### config.mk
export PLATFORM = sky130hd
export DESIGN_NAME = brc_burst_read_config_wait
export DESIGN_NICKNAME = d
export VERILOG_FILES = /design/src/pkg/brc_pkg.sv /design/src/hdl/brc_burst_read_config_wait.sv
export SDC_FILE = /design/constraint.sdc
export NUM_CORES = 1
export LEC_CHECK = 0
export BUFFER_PORTS_ARGS = -buffer_cell sky130_fd_sc_hd__buf_2
export CAP_MARGIN = 20
export CELL_PAD_IN_SITES_DETAIL_PLACEMENT = 1
export CELL_PAD_IN_SITES_GLOBAL_PLACEMENT = 2
export CORE_MARGIN = 5
export CORE_UTILIZATION = 30
export CTS_CLUSTER_DIAMETER = 30
export DETAILED_ROUTE_END_ITERATION = 10
export HOLD_SLACK_MARGIN = 0.12
export PLACE_DENSITY = 0.61
export SLEW_MARGIN = 20
export SYNTH_ARGS = -nofsm -noshare
export SYNTH_HDL_FRONTEND = slang
export SYNTH_SLANG_ARGS = --single-unit
### constraint.sdc
create_clock -name sys_clk_in -period 6.24 [get_ports sys_clk_in]
set_clock_uncertainty 0.15 [all_clocks]
set_input_delay 0.312 -clock sys_clk_in [delete_from_list [all_inputs] [get_ports sys_clk_in]]
set_output_delay 0.312 -clock sys_clk_in [all_outputs]
set_load 0.05 [all_outputs]
### src/pkg/brc_pkg.sv
package brc_pkg;
    // Pin and word widths, and prefetch FIFO depth
    localparam int DATA_W = 16;
    localparam int ADDR_W = 24;
    localparam int FIFO_DEPTH = 8;
    // Identifier space offset that returns the read-setup register
    localparam logic [7:0] IDENT_OFFSET = 8'h05;
    // Reset value and writable bits of the read-setup register
    localparam logic [15:0] SETUP_RESET = 16'hF94F;
    localparam logic [15:0] SETUP_WMASK = 16'hFD4F;
    // Field positions
    localparam int BIT_READ_TYPE = 15;
    localparam int LAT_HI = 14;
    localparam int LAT_LO = 11;
    localparam int BIT_WAIT_POL = 10;
    localparam int BIT_WAIT_EARLY = 8;
    localparam int BIT_EDGE = 6;
    localparam int BIT_WRAP_DIS = 3;
    localparam int BSZ_HI = 2;
    localparam int BSZ_LO = 0;
    // Burst size codes and word counts
    localparam logic [2:0] BSZ_4 = 3'h1;
    localparam logic [2:0] BSZ_8 = 3'h2;
    localparam logic [2:0] BSZ_16 = 3'h3;
    localparam logic [4:0] LEN_4 = 5'h04;
    localparam logic [4:0] LEN_8 = 5'h08;
    localparam logic [4:0] LEN_16 = 5'h10;
    localparam logic [4:0] LEN_CONT = 5'h00;
    // Row-end stall support
    localparam logic [3:0] LAT_STALL_MIN = 4'h5;
    localparam logic [3:0] ROW_LAST = 4'hF;
    localparam logic [3:0] ROW_FIRST = 4'h0;
    // Command byte codes
    localparam logic [7:0] CMD_READ_ARRAY = 8'hFF;
    localparam logic [7:0] CMD_IDENT = 8'h90;
    localparam logic [7:0] CMD_CFG_SETUP = 8'h60;
    localparam logic [7:0] CMD_CFG_CONFIRM = 8'h03;

    typedef struct packed {
        logic read_async;
        logic [3:0] latency;
        logic wait_high;
        logic wait_early;
        logic rise_edge;
        logic wrap_disable;
        logic [2:0] burst_size_field;
    } brc_cfg_s;

    typedef struct packed {
        logic cs_n;
        logic oe_n;
        logic we_n;
        logic adv_n;
        logic bclk;
        logic rst_n;
        logic [ADDR_W-1:0] addr;
        logic [DATA_W-1:0] data;
    } brc_pins_s;

    typedef enum logic [4:0] {
        ST_IDLE  = 5'b00001,
        ST_LAT   = 5'b00010,
        ST_DATA  = 5'b00100,
        ST_STALL = 5'b01000,
        ST_DONE  = 5'b10000
    } brc_state_e;

    function automatic brc_cfg_s brc_decode(input logic [15:0] r);
        brc_cfg_s c;
        c.read_async = r[BIT_READ_TYPE];
        c.latency = r[LAT_HI:LAT_LO];
        c.wait_high = r[BIT_WAIT_POL];
        c.wait_early = r[BIT_WAIT_EARLY];
        c.rise_edge = r[BIT_EDGE];
        c.wrap_disable = r[BIT_WRAP_DIS];
        c.burst_size_field = r[BSZ_HI:BSZ_LO];
        return c;
    endfunction

    // Reserved size codes run as a continuous burst
    function automatic logic [4:0] brc_len(input logic [2:0] bsz);
        logic [4:0] n;
        case (bsz)
            BSZ_4: n = LEN_4;
            BSZ_8: n = LEN_8;
            BSZ_16: n = LEN_16;
            default: n = LEN_CONT;
        endcase
        return n;
    endfunction
endpackage

### src/hdl/brc_burst_read_config_wait.sv
`timescale 1ns/1ps

// Small synchronous FIFO; depth must be a power of two so pointers wrap naturally
module brc_fifo #(
    parameter int WIDTH = 16,
    parameter int DEPTH = 8
) (
    input wire logic clk_in,
    input wire logic rst_n_in,
    input wire logic flush_in,
    input wire logic in_valid_in,
    output logic in_ready_out,
    input wire logic [WIDTH-1:0] in_data_in,
    output logic out_valid_out,
    input wire logic out_ready_in,
    output logic [WIDTH-1:0] out_data_out
);
    localparam int PW = $clog2(DEPTH);
    localparam int CW = $clog2(DEPTH + 1);
    localparam logic [CW-1:0] FULL_CNT = CW'(DEPTH);
    logic [WIDTH-1:0] mem_q [DEPTH];
    logic [WIDTH-1:0] mem_d [DEPTH];
    logic [PW-1:0] wr_q, wr_d, rd_q, rd_d;
    logic [CW-1:0] cnt_q, cnt_d;
    logic ready_q, ready_d;
    logic push, pop;

    // Pointer and occupancy update; flush wins over any push or pop
    always_comb begin
        push = in_valid_in && ready_q;
        pop = out_ready_in && (cnt_q != '0);
        mem_d = mem_q;
        wr_d = wr_q;
        rd_d = rd_q;
        cnt_d = cnt_q;
        if (push) begin
            mem_d[wr_q] = in_data_in;
            wr_d = wr_q + 1'b1;
        end
        if (pop) begin
            rd_d = rd_q + 1'b1;
        end
        cnt_d = cnt_q + CW'(push) - CW'(pop);
        if (flush_in) begin
            wr_d = '0;
            rd_d = '0;
            cnt_d = '0;
        end
        ready_d = (cnt_d != FULL_CNT);
    end

    always_ff @(posedge clk_in or negedge rst_n_in) begin
        if (!rst_n_in) begin
            wr_q <= '0;
            rd_q <= '0;
            cnt_q <= '0;
            ready_q <= 1'b1;
        end else begin
            wr_q <= wr_d;
            rd_q <= rd_d;
            cnt_q <= cnt_d;
            ready_q <= ready_d;
        end
    end

    // Storage needs no reset; occupancy guards every read
    always_ff @(posedge clk_in) begin
        mem_q <= mem_d;
    end

    assign in_ready_out = ready_q;
    assign out_valid_out = (cnt_q != '0);
    assign out_data_out = mem_q[rd_q];
endmodule // brc_fifo

module brc_burst_read_config_wait
    import brc_pkg::*;
(
    input wire logic sys_clk_in,
    input wire logic arst_n_in,
    input wire logic chip_select_n_in,
    input wire logic output_enable_n_in,
    input wire logic write_enable_n_in,
    input wire logic address_valid_n_in,
    input wire logic burst_clk_in,
    input wire logic reset_n_in,
    input wire logic [ADDR_W-1:0] address_in,
    input wire logic [DATA_W-1:0] data_pins_in,
    output logic [DATA_W-1:0] data_pins_out,
    output logic data_pins_oe_n_out,
    output logic wait_out,
    output logic wait_oe_n_out,
    output logic [ADDR_W-1:0] array_addr_out,
    output logic array_req_out,
    input wire logic array_valid_in,
    input wire logic [DATA_W-1:0] array_data_in,
    output logic array_ready_out,
    output logic [15:0] read_setup_register_out
);
    logic [1:0] rst_sync_q;
    logic rst_n;
    brc_pins_s pins_raw, pins_s1_q, pin;
    logic bclk_prev_q, we_prev_q;
    logic act_edge, we_rise, bus_active, start;
    logic [15:0] setup_q, setup_d;
    logic cfg_pend_q, cfg_pend_d, ident_q, ident_d;
    brc_cfg_s cfg;
    logic [4:0] burst_len;
    logic wrap_on;
    logic [ADDR_W-1:0] wrap_mask;
    logic [15:0] ident_word;
    brc_state_e state_q, state_d;
    logic [3:0] lat_cnt_q, lat_cnt_d, stall_cnt_q, stall_cnt_d, out_lo_q, out_lo_d;
    logic [4:0] beats_q, beats_d, ast_edges_q, ast_edges_d;
    logic stalled_q, stalled_d, unaligned_q, unaligned_d, adv_seen_q, adv_seen_d;
    logic [DATA_W-1:0] data_q, data_d;
    logic wait_q, wait_d, wait_oe_n_q, data_oe_n_q;
    logic try_present, present_now, next_present, wait_assert;
    logic [ADDR_W-1:0] addr_q, addr_d;
    logic fetching_q, fetching_d, fifo_flush, fifo_push, fifo_pop;
    logic fifo_ready, fifo_out_valid;
    logic [DATA_W-1:0] fifo_out_data;

    // Reset release through two stages so every flop leaves reset on one edge
    always_ff @(posedge sys_clk_in or negedge arst_n_in) begin
        if (!arst_n_in) begin
            rst_sync_q <= 2'b00;
        end else begin
            rst_sync_q <= {rst_sync_q[0], 1'b1};
        end
    end
    assign rst_n = rst_sync_q[1];

    // Every pin is foreign to this clock; address and data pass through the same two stages every cycle
    assign pins_raw = '{cs_n: chip_select_n_in, oe_n: output_enable_n_in,
                        we_n: write_enable_n_in, adv_n: address_valid_n_in,
                        bclk: burst_clk_in, rst_n: reset_n_in,
                        addr: address_in, data: data_pins_in};
    always_ff @(posedge sys_clk_in or negedge rst_n) begin
        if (!rst_n) begin
            pins_s1_q <= '{cs_n: 1'b1, oe_n: 1'b1, we_n: 1'b1, adv_n: 1'b1, bclk: 1'b0,
                           rst_n: 1'b0, addr: '0, data: '0};
            pin <= '{cs_n: 1'b1, oe_n: 1'b1, we_n: 1'b1, adv_n: 1'b1, bclk: 1'b0,
                     rst_n: 1'b0, addr: '0, data: '0};
            bclk_prev_q <= 1'b0;
            we_prev_q <= 1'b1;
        end else begin
            pins_s1_q <= pins_raw;
            pin <= pins_s1_q;
            bclk_prev_q <= pin.bclk;
            we_prev_q <= pin.we_n;
        end
    end

    // Strobe decode on the synchronised copies
    assign cfg = brc_decode(setup_q);
    assign act_edge = cfg.rise_edge ? (pin.bclk && !bclk_prev_q)
                                    : (!pin.bclk && bclk_prev_q);
    assign we_rise = pin.we_n && !we_prev_q && !pin.cs_n;
    assign bus_active = !pin.cs_n && !pin.oe_n && pin.rst_n;
    assign start = act_edge && bus_active && !pin.adv_n && !adv_seen_q && !cfg.read_async;
    assign burst_len = brc_len(cfg.burst_size_field);
    assign wrap_on = !cfg.wrap_disable && (burst_len != LEN_CONT);
    assign wrap_mask = ADDR_W'(burst_len) - ADDR_W'(1);
    // Only the setup word answers in identifier space; other offsets read zero
    assign ident_word = (pin.addr[7:0] == IDENT_OFFSET) ? setup_q : '0;

    // Command decoder: configure is a two-write sequence, value on the address pins
    always_comb begin
        setup_d = setup_q;
        cfg_pend_d = cfg_pend_q;
        ident_d = ident_q;
        if (!pin.rst_n) begin
            setup_d = SETUP_RESET;
            cfg_pend_d = 1'b0;
            ident_d = 1'b0;
        end else if (we_rise) begin
            if (cfg_pend_q) begin
                cfg_pend_d = 1'b0;
                if (pin.data[7:0] == CMD_CFG_CONFIRM) begin
                    setup_d = pin.addr[15:0] & SETUP_WMASK;
                end
            end else if (pin.data[7:0] == CMD_CFG_SETUP) begin
                cfg_pend_d = 1'b1;
            end else if (pin.data[7:0] == CMD_IDENT) begin
                ident_d = 1'b1;
            end else if (pin.data[7:0] == CMD_READ_ARRAY) begin
                ident_d = 1'b0;
            end
        end
    end

    always_ff @(posedge sys_clk_in or negedge rst_n) begin
        if (!rst_n) begin
            setup_q <= SETUP_RESET;
            cfg_pend_q <= 1'b0;
            ident_q <= 1'b0;
        end else begin
            setup_q <= setup_d;
            cfg_pend_q <= cfg_pend_d;
            ident_q <= ident_d;
        end
    end

    // Burst engine and pin drivers; burst state advances only on the selected edge, and deselect returns it to idle at once
    always_comb begin
        state_d = state_q;
        lat_cnt_d = lat_cnt_q;
        stall_cnt_d = stall_cnt_q;
        beats_d = beats_q;
        out_lo_d = out_lo_q;
        stalled_d = stalled_q;
        unaligned_d = unaligned_q;
        adv_seen_d = adv_seen_q && !pin.adv_n;
        ast_edges_d = act_edge ? (ast_edges_q + 5'h01) : ast_edges_q;
        data_d = data_q;
        wait_d = wait_q;
        try_present = 1'b0;
        present_now = 1'b0;
        next_present = 1'b0;
        wait_assert = 1'b0;
        fifo_pop = 1'b0;
        if (!bus_active) begin
            state_d = ST_IDLE;
        end else if (cfg.read_async) begin
            state_d = ST_IDLE;
            wait_d = !cfg.wait_high;
            if (ident_q) begin
                data_d = ident_word;
            end else if (array_valid_in) begin
                data_d = array_data_in;
            end
        end else begin
            if (start) begin
                state_d = ST_LAT;
                lat_cnt_d = 4'h1;
                beats_d = '0;
                out_lo_d = pin.addr[3:0];
                unaligned_d = (pin.addr[3:0] != ROW_FIRST);
                stalled_d = 1'b0;
                adv_seen_d = 1'b1;
                ast_edges_d = '0;
            end else if (act_edge) begin
                case (state_q)
                    ST_LAT: begin
                        if (lat_cnt_q >= cfg.latency) begin
                            try_present = 1'b1;
                        end else begin
                            lat_cnt_d = lat_cnt_q + 4'h1;
                        end
                    end
                    ST_DATA: try_present = 1'b1;
                    ST_STALL: begin
                        if (stall_cnt_q != '0) begin
                            stall_cnt_d = stall_cnt_q - 4'h1;
                        end else begin
                            try_present = 1'b1;
                        end
                    end
                    ST_IDLE, ST_DONE: ;
                    default: state_d = ST_IDLE;
                endcase
            end
            if (try_present) begin
                if (ident_q) begin
                    data_d = ident_word;
                    present_now = 1'b1;
                end else if (fifo_out_valid) begin
                    data_d = fifo_out_data;
                    fifo_pop = 1'b1;
                    present_now = 1'b1;
                end else begin
                    // Array fell behind: in late wait mode, hold wait asserted until a word arrives
                    state_d = ST_STALL;
                    stall_cnt_d = '0;
                end
            end
            if (present_now) begin
                beats_d = beats_q + 5'h01;
                out_lo_d = out_lo_q + 4'h1;
                state_d = ST_DATA;
                if (burst_len != LEN_CONT && beats_d == burst_len) begin
                    state_d = ST_DONE;
                end else if (out_lo_q == ROW_LAST && unaligned_q && !stalled_q && !wrap_on
                             && !ident_q && cfg.latency >= LAT_STALL_MIN) begin
                    state_d = ST_STALL;
                    stall_cnt_d = cfg.latency - 4'h1;
                    stalled_d = 1'b1;
                end
            end
            // Early mode looks one edge ahead; it cannot foresee an array underrun
            next_present = (state_d == ST_LAT && lat_cnt_d >= cfg.latency)
                           || state_d == ST_DATA || state_d == ST_DONE
                           || (state_d == ST_STALL && stall_cnt_d == '0);
            wait_assert = (state_d != ST_DONE)
                          && (cfg.wait_early ? !next_present : !present_now);
            if (start || (act_edge && state_q != ST_IDLE)) begin
                wait_d = cfg.wait_high ? wait_assert : !wait_assert;
            end
        end
    end

    always_ff @(posedge sys_clk_in or negedge rst_n) begin
        if (!rst_n) begin
            state_q <= ST_IDLE;
            lat_cnt_q <= '0;
            stall_cnt_q <= '0;
            beats_q <= '0;
            out_lo_q <= '0;
            stalled_q <= 1'b0;
            unaligned_q <= 1'b0;
            adv_seen_q <= 1'b0;
            ast_edges_q <= '0;
            data_q <= '0;
            wait_q <= 1'b1;
            wait_oe_n_q <= 1'b1;
            data_oe_n_q <= 1'b1;
        end else begin
            state_q <= state_d;
            lat_cnt_q <= lat_cnt_d;
            stall_cnt_q <= stall_cnt_d;
            beats_q <= beats_d;
            out_lo_q <= out_lo_d;
            stalled_q <= stalled_d;
            unaligned_q <= unaligned_d;
            adv_seen_q <= adv_seen_d;
            ast_edges_q <= ast_edges_d;
            data_q <= data_d;
            wait_q <= wait_d;
            wait_oe_n_q <= !bus_active;
            data_oe_n_q <= !bus_active;
        end
    end

    // Array prefetch: words are fetched ahead into the FIFO from the burst start
    always_comb begin
        fetching_d = fetching_q;
        addr_d = addr_q;
        fifo_flush = start || !bus_active;
        fifo_push = array_valid_in && fetching_q;
        if (!bus_active) begin
            fetching_d = 1'b0;
        end
        if (cfg.read_async) begin
            addr_d = pin.addr;
            fetching_d = 1'b0;
        end else if (start) begin
            addr_d = pin.addr;
            fetching_d = !ident_q;
        end else if (fifo_push && fifo_ready) begin
            if (wrap_on) begin
                addr_d = (addr_q & ~wrap_mask) | ((addr_q + ADDR_W'(1)) & wrap_mask);
            end else begin
                addr_d = addr_q + ADDR_W'(1);
            end
        end
    end

    always_ff @(posedge sys_clk_in or negedge rst_n) begin
        if (!rst_n) begin
            fetching_q <= 1'b0;
            addr_q <= '0;
        end else begin
            fetching_q <= fetching_d;
            addr_q <= addr_d;
        end
    end

    brc_fifo #(
        .WIDTH(DATA_W),
        .DEPTH(FIFO_DEPTH)
    ) u_fifo (
        .clk_in(sys_clk_in),
        .rst_n_in(rst_n),
        .flush_in(fifo_flush),
        .in_valid_in(fifo_push),
        .in_ready_out(fifo_ready),
        .in_data_in(array_data_in),
        .out_valid_out(fifo_out_valid),
        .out_ready_in(fifo_pop),
        .out_data_out(fifo_out_data)
    );

    assign data_pins_out = data_q;
    assign data_pins_oe_n_out = data_oe_n_q;
    assign wait_out = wait_q;
    assign wait_oe_n_out = wait_oe_n_q;
    assign array_addr_out = addr_q;
    assign array_req_out = fetching_q;
    assign array_ready_out = fifo_ready;
    assign read_setup_register_out = setup_q;
endmodule // brc_burst_read_config_wait

=== Word-level counts from Yosys, hierarchy flattened ===
Index checks and enable logic that the tools add are counted.

* $add $sub $neg: 11
* Multipliers: 0
* Divide/modulo/power cells: 0
* Magnitude comparators: 6
* Eq/ne operators: 30
* Shift-type cells: 0
* Mux-type cells: 103
* Bitwise gates (word level): 7
* Reductions and logical operators: 68

{| class="wikitable"
|+ Operators with widths
! operator !! count
|-
| $mux 16 || 14
|-
| $bwmux 128 || 1
|-
| $mux 24 || 4
|-
| $mux 4 || 22
|-
| $mux 5 || 14
|-
| $and 24x24->24 || 2
|-
| $bmux 16 s3 || 1
|-
| $demux 16 s3 || 1
|-
| $mux 1 || 40
|-
| $logic_and 1x1->1 || 26
|-
| $add 24x1->24 const B || 1
|-
| $not 24->24 || 1
|-
| $or 24x24->24 || 1
|-
| $logic_not 1->1 || 17
|-
| $eq 8x8->1 const B || 2
|-
| $pmux 5 s3 || 1
|-
| $mux 3 || 4
|-
| $reduce_bool 4->1 || 3
|-
| $eq 5x2->1 const B || 2
|-
| $eq 5x3->1 const B || 2
|-
| $eq 5x4->1 const B || 2
|-
| $eq 5x5->1 const B || 2
|-
| $reduce_bool 2->1 || 5
|-
| $reduce_and 3->1 || 3
|-
| other kinds (36) || 54
|}

* Flip-flop bits (word level): 305
* Latch bits: 0
* Memory bits (writable): 0
* Memory bits (read-only): 0
* Input port bits: 65
* Output and inout port bits: 61
* Logic and storage cells: 272
* Memories: 0

=== Depth between registers and ports, before layout ===
* Depth after elaboration: 28
* Mapped depth: 18
* Depth with buffers taken out: 18

=== Hierarchy ===
Synthesis repeated with hierarchy kept, for this count alone.

* Cell total of the unflattened synthesis: 952
* Area, all modules: 12,972.4 um^2

{| class="wikitable"
|+ By module, submodules not included
! module !! times used !! cells each !! area each (um^2) !! sequential area each (um^2)
|-
| brc_burst_read_config_wait || 1 || 694 || 7,365.8 || 4,082.7
|-
| brc_fifo || 1 || 258 || 5,606.6 || 4,120.2
|}

=== Worst setup path after synthesis ===
No wires, ideal clock.

* Path type: reg-to-reg
* Start point: reg setup_q[11], in the netlist read_setup_register_out[11]
* End point: reg wait_q, in the netlist wait_out
* Arrival time: 3.740 ns
* Required time: 6.009 ns
* Slack: 2.268 ns
* Cell stages (with the launch flop): 18
* Buffers on the path: 0
* Cell sequence: dfstp_2 > ha_1 > nand2b_1 > a2111o_1 > a21boi_1 > nand2_1 > xnor2_1 > nor2_1 > ha_1 > nand2b_1 > a21o_1 > a211o_1 > o211ai_1 > o221a_1 > mux2i_1 > a211oi_1 > a211oi_2 > o211ai_1

* Longest elaborated chain between the ends: 25
* Elaborated cells on any way between the ends: 51
* Classes of those cells: add/sub (1); order compare (3); eq/ne (5); mux (31); reduce/logical (11)

{| class="wikitable"
|+ RTL lines
! element !! line !! RTL
|-
| start: declaration || brc_burst_read_config_wait.sv:105 || <nowiki>logic [15:0] setup_q, setup_d;</nowiki>
|-
| start signal: assignment || brc_burst_read_config_wait.sv:199 || <nowiki>setup_q <= setup_d;</nowiki>
|-
| $ge 4x4->1 || brc_burst_read_config_wait.sv:246 || <nowiki>if (lat_cnt_q >= cfg.latency) begin</nowiki>
|-
| $mux 1 || brc_burst_read_config_wait.sv:246 ||
|-
| $pmux 1 s3 || brc_burst_read_config_wait.sv:244 || <nowiki>case (state_q)</nowiki>
|-
| $mux 1 || brc_burst_read_config_wait.sv:243 || <nowiki>end else if (act_edge) begin</nowiki>
|-
| $mux 1 || brc_burst_read_config_wait.sv:234 || <nowiki>if (start) begin</nowiki>
|-
| $mux 1 || brc_burst_read_config_wait.sv:225 || <nowiki>end else if (cfg.read_async) begin</nowiki>
|-
| $mux 1 || brc_burst_read_config_wait.sv:223 || <nowiki>if (!bus_active) begin</nowiki>
|-
| $mux 1 || brc_burst_read_config_wait.sv:264 || <nowiki>if (try_present) begin</nowiki>
|-
| (+9 left out) || n/a ||
|-
| $logic_or 1x1->1 || brc_burst_read_config_wait.sv:294 || <nowiki>|| (state_d == ST_STALL && stall_cnt_d == '0);</nowiki>
|-
| $logic_not 1->1 || brc_burst_read_config_wait.sv:296 || <nowiki>&& (cfg.wait_early ? !next_present : !present_now);</nowiki>
|-
| $mux 1 || brc_burst_read_config_wait.sv:296 ||
|-
| $logic_and 1x1->1 (*) || brc_burst_read_config_wait.sv:296 ||
|-
| $logic_not 1->1 || brc_burst_read_config_wait.sv:298 || <nowiki>wait_d = cfg.wait_high ? wait_assert : !wait_assert;</nowiki>
|-
| $mux 1 (*) || brc_burst_read_config_wait.sv:298 ||
|-
| $mux 1 (*) || brc_burst_read_config_wait.sv:297 || <nowiki>if (start || (act_edge && state_q != ST_IDLE)) begin</nowiki>
|-
| $mux 1 (*) || brc_burst_read_config_wait.sv:225 ||
|-
| end signal: assignment || brc_burst_read_config_wait.sv:329 || <nowiki>wait_q <= wait_d;</nowiki>
|-
| end: declaration || brc_burst_read_config_wait.sv:117 || <nowiki>logic wait_q, wait_d, wait_oe_n_q, data_oe_n_q;</nowiki>
|}

Mark *: on every way between the ends. The rest lies on a longest branch, timed or not. The select of a mux whose other input is x is not followed.
A chain may end at the register's enable or synchronous reset.

=== Final worst setup path ===
* Start point: reg pin[40] (netlist name)
* End point: reg wait_q, in the netlist wait_out

* Longest elaborated chain between the ends: 26
* Elaborated cells on any way between the ends: 53
* Classes of those cells: order compare (1); eq/ne (5); mux (29); reduce/logical (18)

{| class="wikitable"
|+ RTL lines
! element !! line !! RTL
|-
| start: declaration || brc_burst_read_config_wait.sv:102 || <nowiki>brc_pins_s pins_raw, pins_s1_q, pin;</nowiki>
|-
| start signal: assignment || brc_burst_read_config_wait.sv:143 || <nowiki>pin <= '{cs_n: 1'b1, oe_n: 1'b1, we_n: 1'b1, adv_n: 1'b1, bclk: 1'b0,</nowiki>
|-
| start signal: assignment || brc_burst_read_config_wait.sv:149 || <nowiki>pin <= pins_s1_q;</nowiki>
|-
| $logic_and 1x1->1 (*) || brc_burst_read_config_wait.sv:160 || <nowiki>assign bus_active = !pin.cs_n && !pin.oe_n && pin.rst_n;</nowiki>
|-
| $logic_and 1x1->1 (4 in series) || brc_burst_read_config_wait.sv:161 || <nowiki>assign start = act_edge && bus_active && !pin.adv_n && !adv_seen_q && !cfg.read_async;</nowiki>
|-
| $mux 1 || brc_burst_read_config_wait.sv:234 ||
|-
| $mux 1 || brc_burst_read_config_wait.sv:225 ||
|-
| $mux 1 || brc_burst_read_config_wait.sv:223 ||
|-
| $mux 1 || brc_burst_read_config_wait.sv:264 ||
|-
| $mux 1 || brc_burst_read_config_wait.sv:225 ||
|-
| $mux 1 || brc_burst_read_config_wait.sv:223 ||
|-
| (+7 left out) || n/a ||
|-
| $logic_or 1x1->1 || brc_burst_read_config_wait.sv:294 ||
|-
| $logic_not 1->1 || brc_burst_read_config_wait.sv:296 ||
|-
| $mux 1 || brc_burst_read_config_wait.sv:296 ||
|-
| $logic_and 1x1->1 || brc_burst_read_config_wait.sv:296 ||
|-
| $logic_not 1->1 || brc_burst_read_config_wait.sv:298 ||
|-
| $mux 1 || brc_burst_read_config_wait.sv:298 ||
|-
| $mux 1 || brc_burst_read_config_wait.sv:297 ||
|-
| $mux 1 || brc_burst_read_config_wait.sv:225 ||
|}

Marked as above.

==> results.yml <==
power:
  leakagePower_nw: 6.81
  fin_total_pwr_w: 0.00639
  power.density_mw_per_mm2: 374
  peakVddDrop_mv: 0.220
routing:
  wl_per_cell_um: 19.8
  vias_per_cell: 4.76
  route.detailed.drc: 0
  ant_nets: 0
  first_pass_iters: 6
  drt_iter0_markers: 344
  via_count: 8445
  drt_wl_total_um: 35100
critical_path:
  required_ns: 6.58
  path_class: "reg -> reg"
  cp_data_arrival_time_ns: 4.70
  cp_common_cell: "o211ai_1"
  crit_path_start: "pin[40]"
  r2r-start: "pin[40]"
  worstPathCellList: "or4b_4 -> nor3_1 -> nor2_1 -> ha_1 -> nand2b_1 -> a21o_1 -> a211o_1 -> o211ai_1 -> o221a_1 -> mux2i_1 -> a211oi_1 -> a211oi_2 -> o211ai_1"
  cp_max_fo: 22
  cpMaxStageDelayCell: "dfrtp_1"
  startpoint_type: "flop"
  endpoint_kind: "flop"
  cpPeakStageDelay_ns: 0.74
placement:
  place_hpwl_um: 22200
  numPortBuffers: 113
  post_dp_cell_area_sq_mm: 0.0139
  place.gp.congestion: 0.748
timing:
  grt_setup_unrepaired: "no"
  finalSetupViolCount: 0
  tns_ns: 0
  max_clock_freq_mhz: 229
  max_slew_margin: 0.266
  maxSlewViolCount: 0
  hold_violations: 0
  worst_pin_slew_ns: 1.10
  period_minus_slack_ns: 4.36
  post-route-period-util: 0.699
  hold_ws_ns: 0.150
yosys:
  synth_ff_type: "dfrtp_1"
  synth_edf_count: 128
  synthDistinctLibCells: 72
  ys_warn_count: 0
  synth_top_family_by_area: "simple AND/OR/NAND/NOR gates"
  synth_mux_area_frac: 0.0840
  synth_common_cells: "dfrtp_1 (149), edfxtp_1 (128), nor2_1 (97), nand2_1 (86), a21oi_1 (65)"
  synthTopCellsByArea: "edfxtp_1 (30%), dfrtp_1 (29%), mux4_2 (5.7%)"
  syn_area_sq_mm: 0.0127
  yosys.area_share.adder: 0.0263
  synth-compound-area-share: 0.0780
  synth_seq_area_share: 0.648
  synthXorXnorAreaFrac: 0.0302
  yosys.area.top_type: "edfxtp_1"
  avgSynthCellArea_sq_um: 13.2
  yosysMostFrequentCell: "dfrtp_1"
  ys_ff_latch: 301
  synth-simple-area-share: 0.110
  synthArstFlopShare: 0.575
  synth_cells: 955
  yosys.area.top_type_share: 0.304
die:
  dieArea_sq_mm: 0.0464
  die_y_um: 215
  rows: 75
  io_pins: 126
  initial_core_util: 0.302
  core-area_sq_mm: 0.0419
  die_w_um: 215
clocking:
  insertion_delay_ns: 0.59
  path_clk_slew_ns: 0.05
  post-cts-setup-buffers: 0
  cts_buffers: 75
  cts_tree: "done"
  htree_levels: 3
  clockBufferDepth: 3
  cts.sinks: 301
  cts_root_buf: "clkbuf_16"
  cts_resized: 0
cells_and_area:
  diodes: 0
  layout-drive-gt1-share: 0.264
  stdcell_area_sq_mm: 0.0171
  nets: 1269
  syn_to_final_growth_pct: 35.3
grt:
  grt_pass1_wl_um: 55300
  grt_util_all_layers: 0.154
  grt_overflow: 0
  antenna_found_initial: 0
  first_global_vias: 9331
  grt_max_degree: 162
job:
  cap_violations: 0
run_status:
  status: "complete, no violations"
min_path:
  hold_path_class: "reg -> async"
-- worst paths after layout --
check / to / slack [ns] / depth (start not counted)
worst max register to register: wait_out / 1.88 / 13
max in group asynchronous: u_fifo.rd_q[0] / 4.82 / 1
worst min register to register: pins_s1_q[45] / 0.15 / 0
worst min-delay path: pins_s1_q[45] / 0.15 / 0
worst max-delay path: wait_out / 1.88 / 13
min in group sys_clk_in: pin[40] / 0.19 / 0
-- sequential cells by signal (all words and copies together), names as in the netlist, 3 cells and up, named ones only --
name and cells:
stall_cnt_q 4, state_q 5, u_fifo.mem_q 128, u_fifo.rd_q 3
data_pins_out 16, out_lo_q 4, u_fifo.cnt_q 4, pins_s1_q 38
beats_q 5, read_setup_register_out 12, u_fifo.wr_q 3, lat_cnt_q 4
pin 38
-- worst max-delay path, delay by kind of cell, from the launching register on --
| kind | cells | cell delay (ns) |
|---|---|---|
| and+or+nand+nor | 4 | 1.69 |
| AOI/OAI and AO/OA | 7 | 1.25 |
| DFF | 1 | 0.74 |
| muxes | 1 | 0.12 |
| adders and majority gates | 1 | 0.30 |
-- placed cells by master (no fill, tap or decap), types with 26 or more instances in the layout --
cell type and n:
dlygate4sd3_1 57, mux2i_1 33, o21ai_0 32, clkbuf_16 77, edfxtp_1 128, buf_2 113
nor2_1 97, nand3_1 26, nand2_1 86, inv_1 26, dfrtp_1 146, a21oi_1 65
mux4_2 32
-- repair_timing --
item	in CTS	in global routing
hold buffers	57	0
setup endpoints to repair	0	0
endpoints found under the hold margin	181	0
-- metal layers --
metal  global-route usage  wire length [um]  vias to the layer above
met1                0.205             16100                     4272
met3               0.0415              1590                       52
met5                    0                 0                        -
li1                     -                 -                     3945
met4               0.0478               703                        0
met2                0.248             16700                      176
-- final cells by class --
cell class | instances | area (sq um)
well taps | 539 | 674
clock buffers | 95 | 2070
repair buffers | 186 | 1280
clock inverters | 41 | 519
multi-input cells | 588 | 4260
flip-flops and latches | 301 | 8210
fillers | 4302 | 24700
inverters | 26 | 97.6
-- metrics by stage --
stage	setup WS (ns)	util	std cells
2_1_floorplan	0.954	-	958
3_3_place_gp	1.93	0.333	1581
3_5_place_dp	1.90	0.333	1581
4_1_cts	1.88	0.408	1774
5_1_grt	1.50	0.409	1776
6_report	1.88	0.409	1776
-- report_power, final --
group          internal (W)  leakage [nW]  switching (W)
Combinational     0.0000898          2.33       0.000217
Clock               0.00272          1.25        0.00119
Sequential          0.00214          3.22      0.0000459
-- cells by family after synthesis --
family                     after synthesis
AOI/OAI and AO/OA                      158
xor gates and xnor gates                42
adders and majority gates               26
buffers and inverters                   69
DFF                                    301
muxes                                   66
other                                    2
and+or+nand+nor                        291
Power figures use the tool's default switching activity.
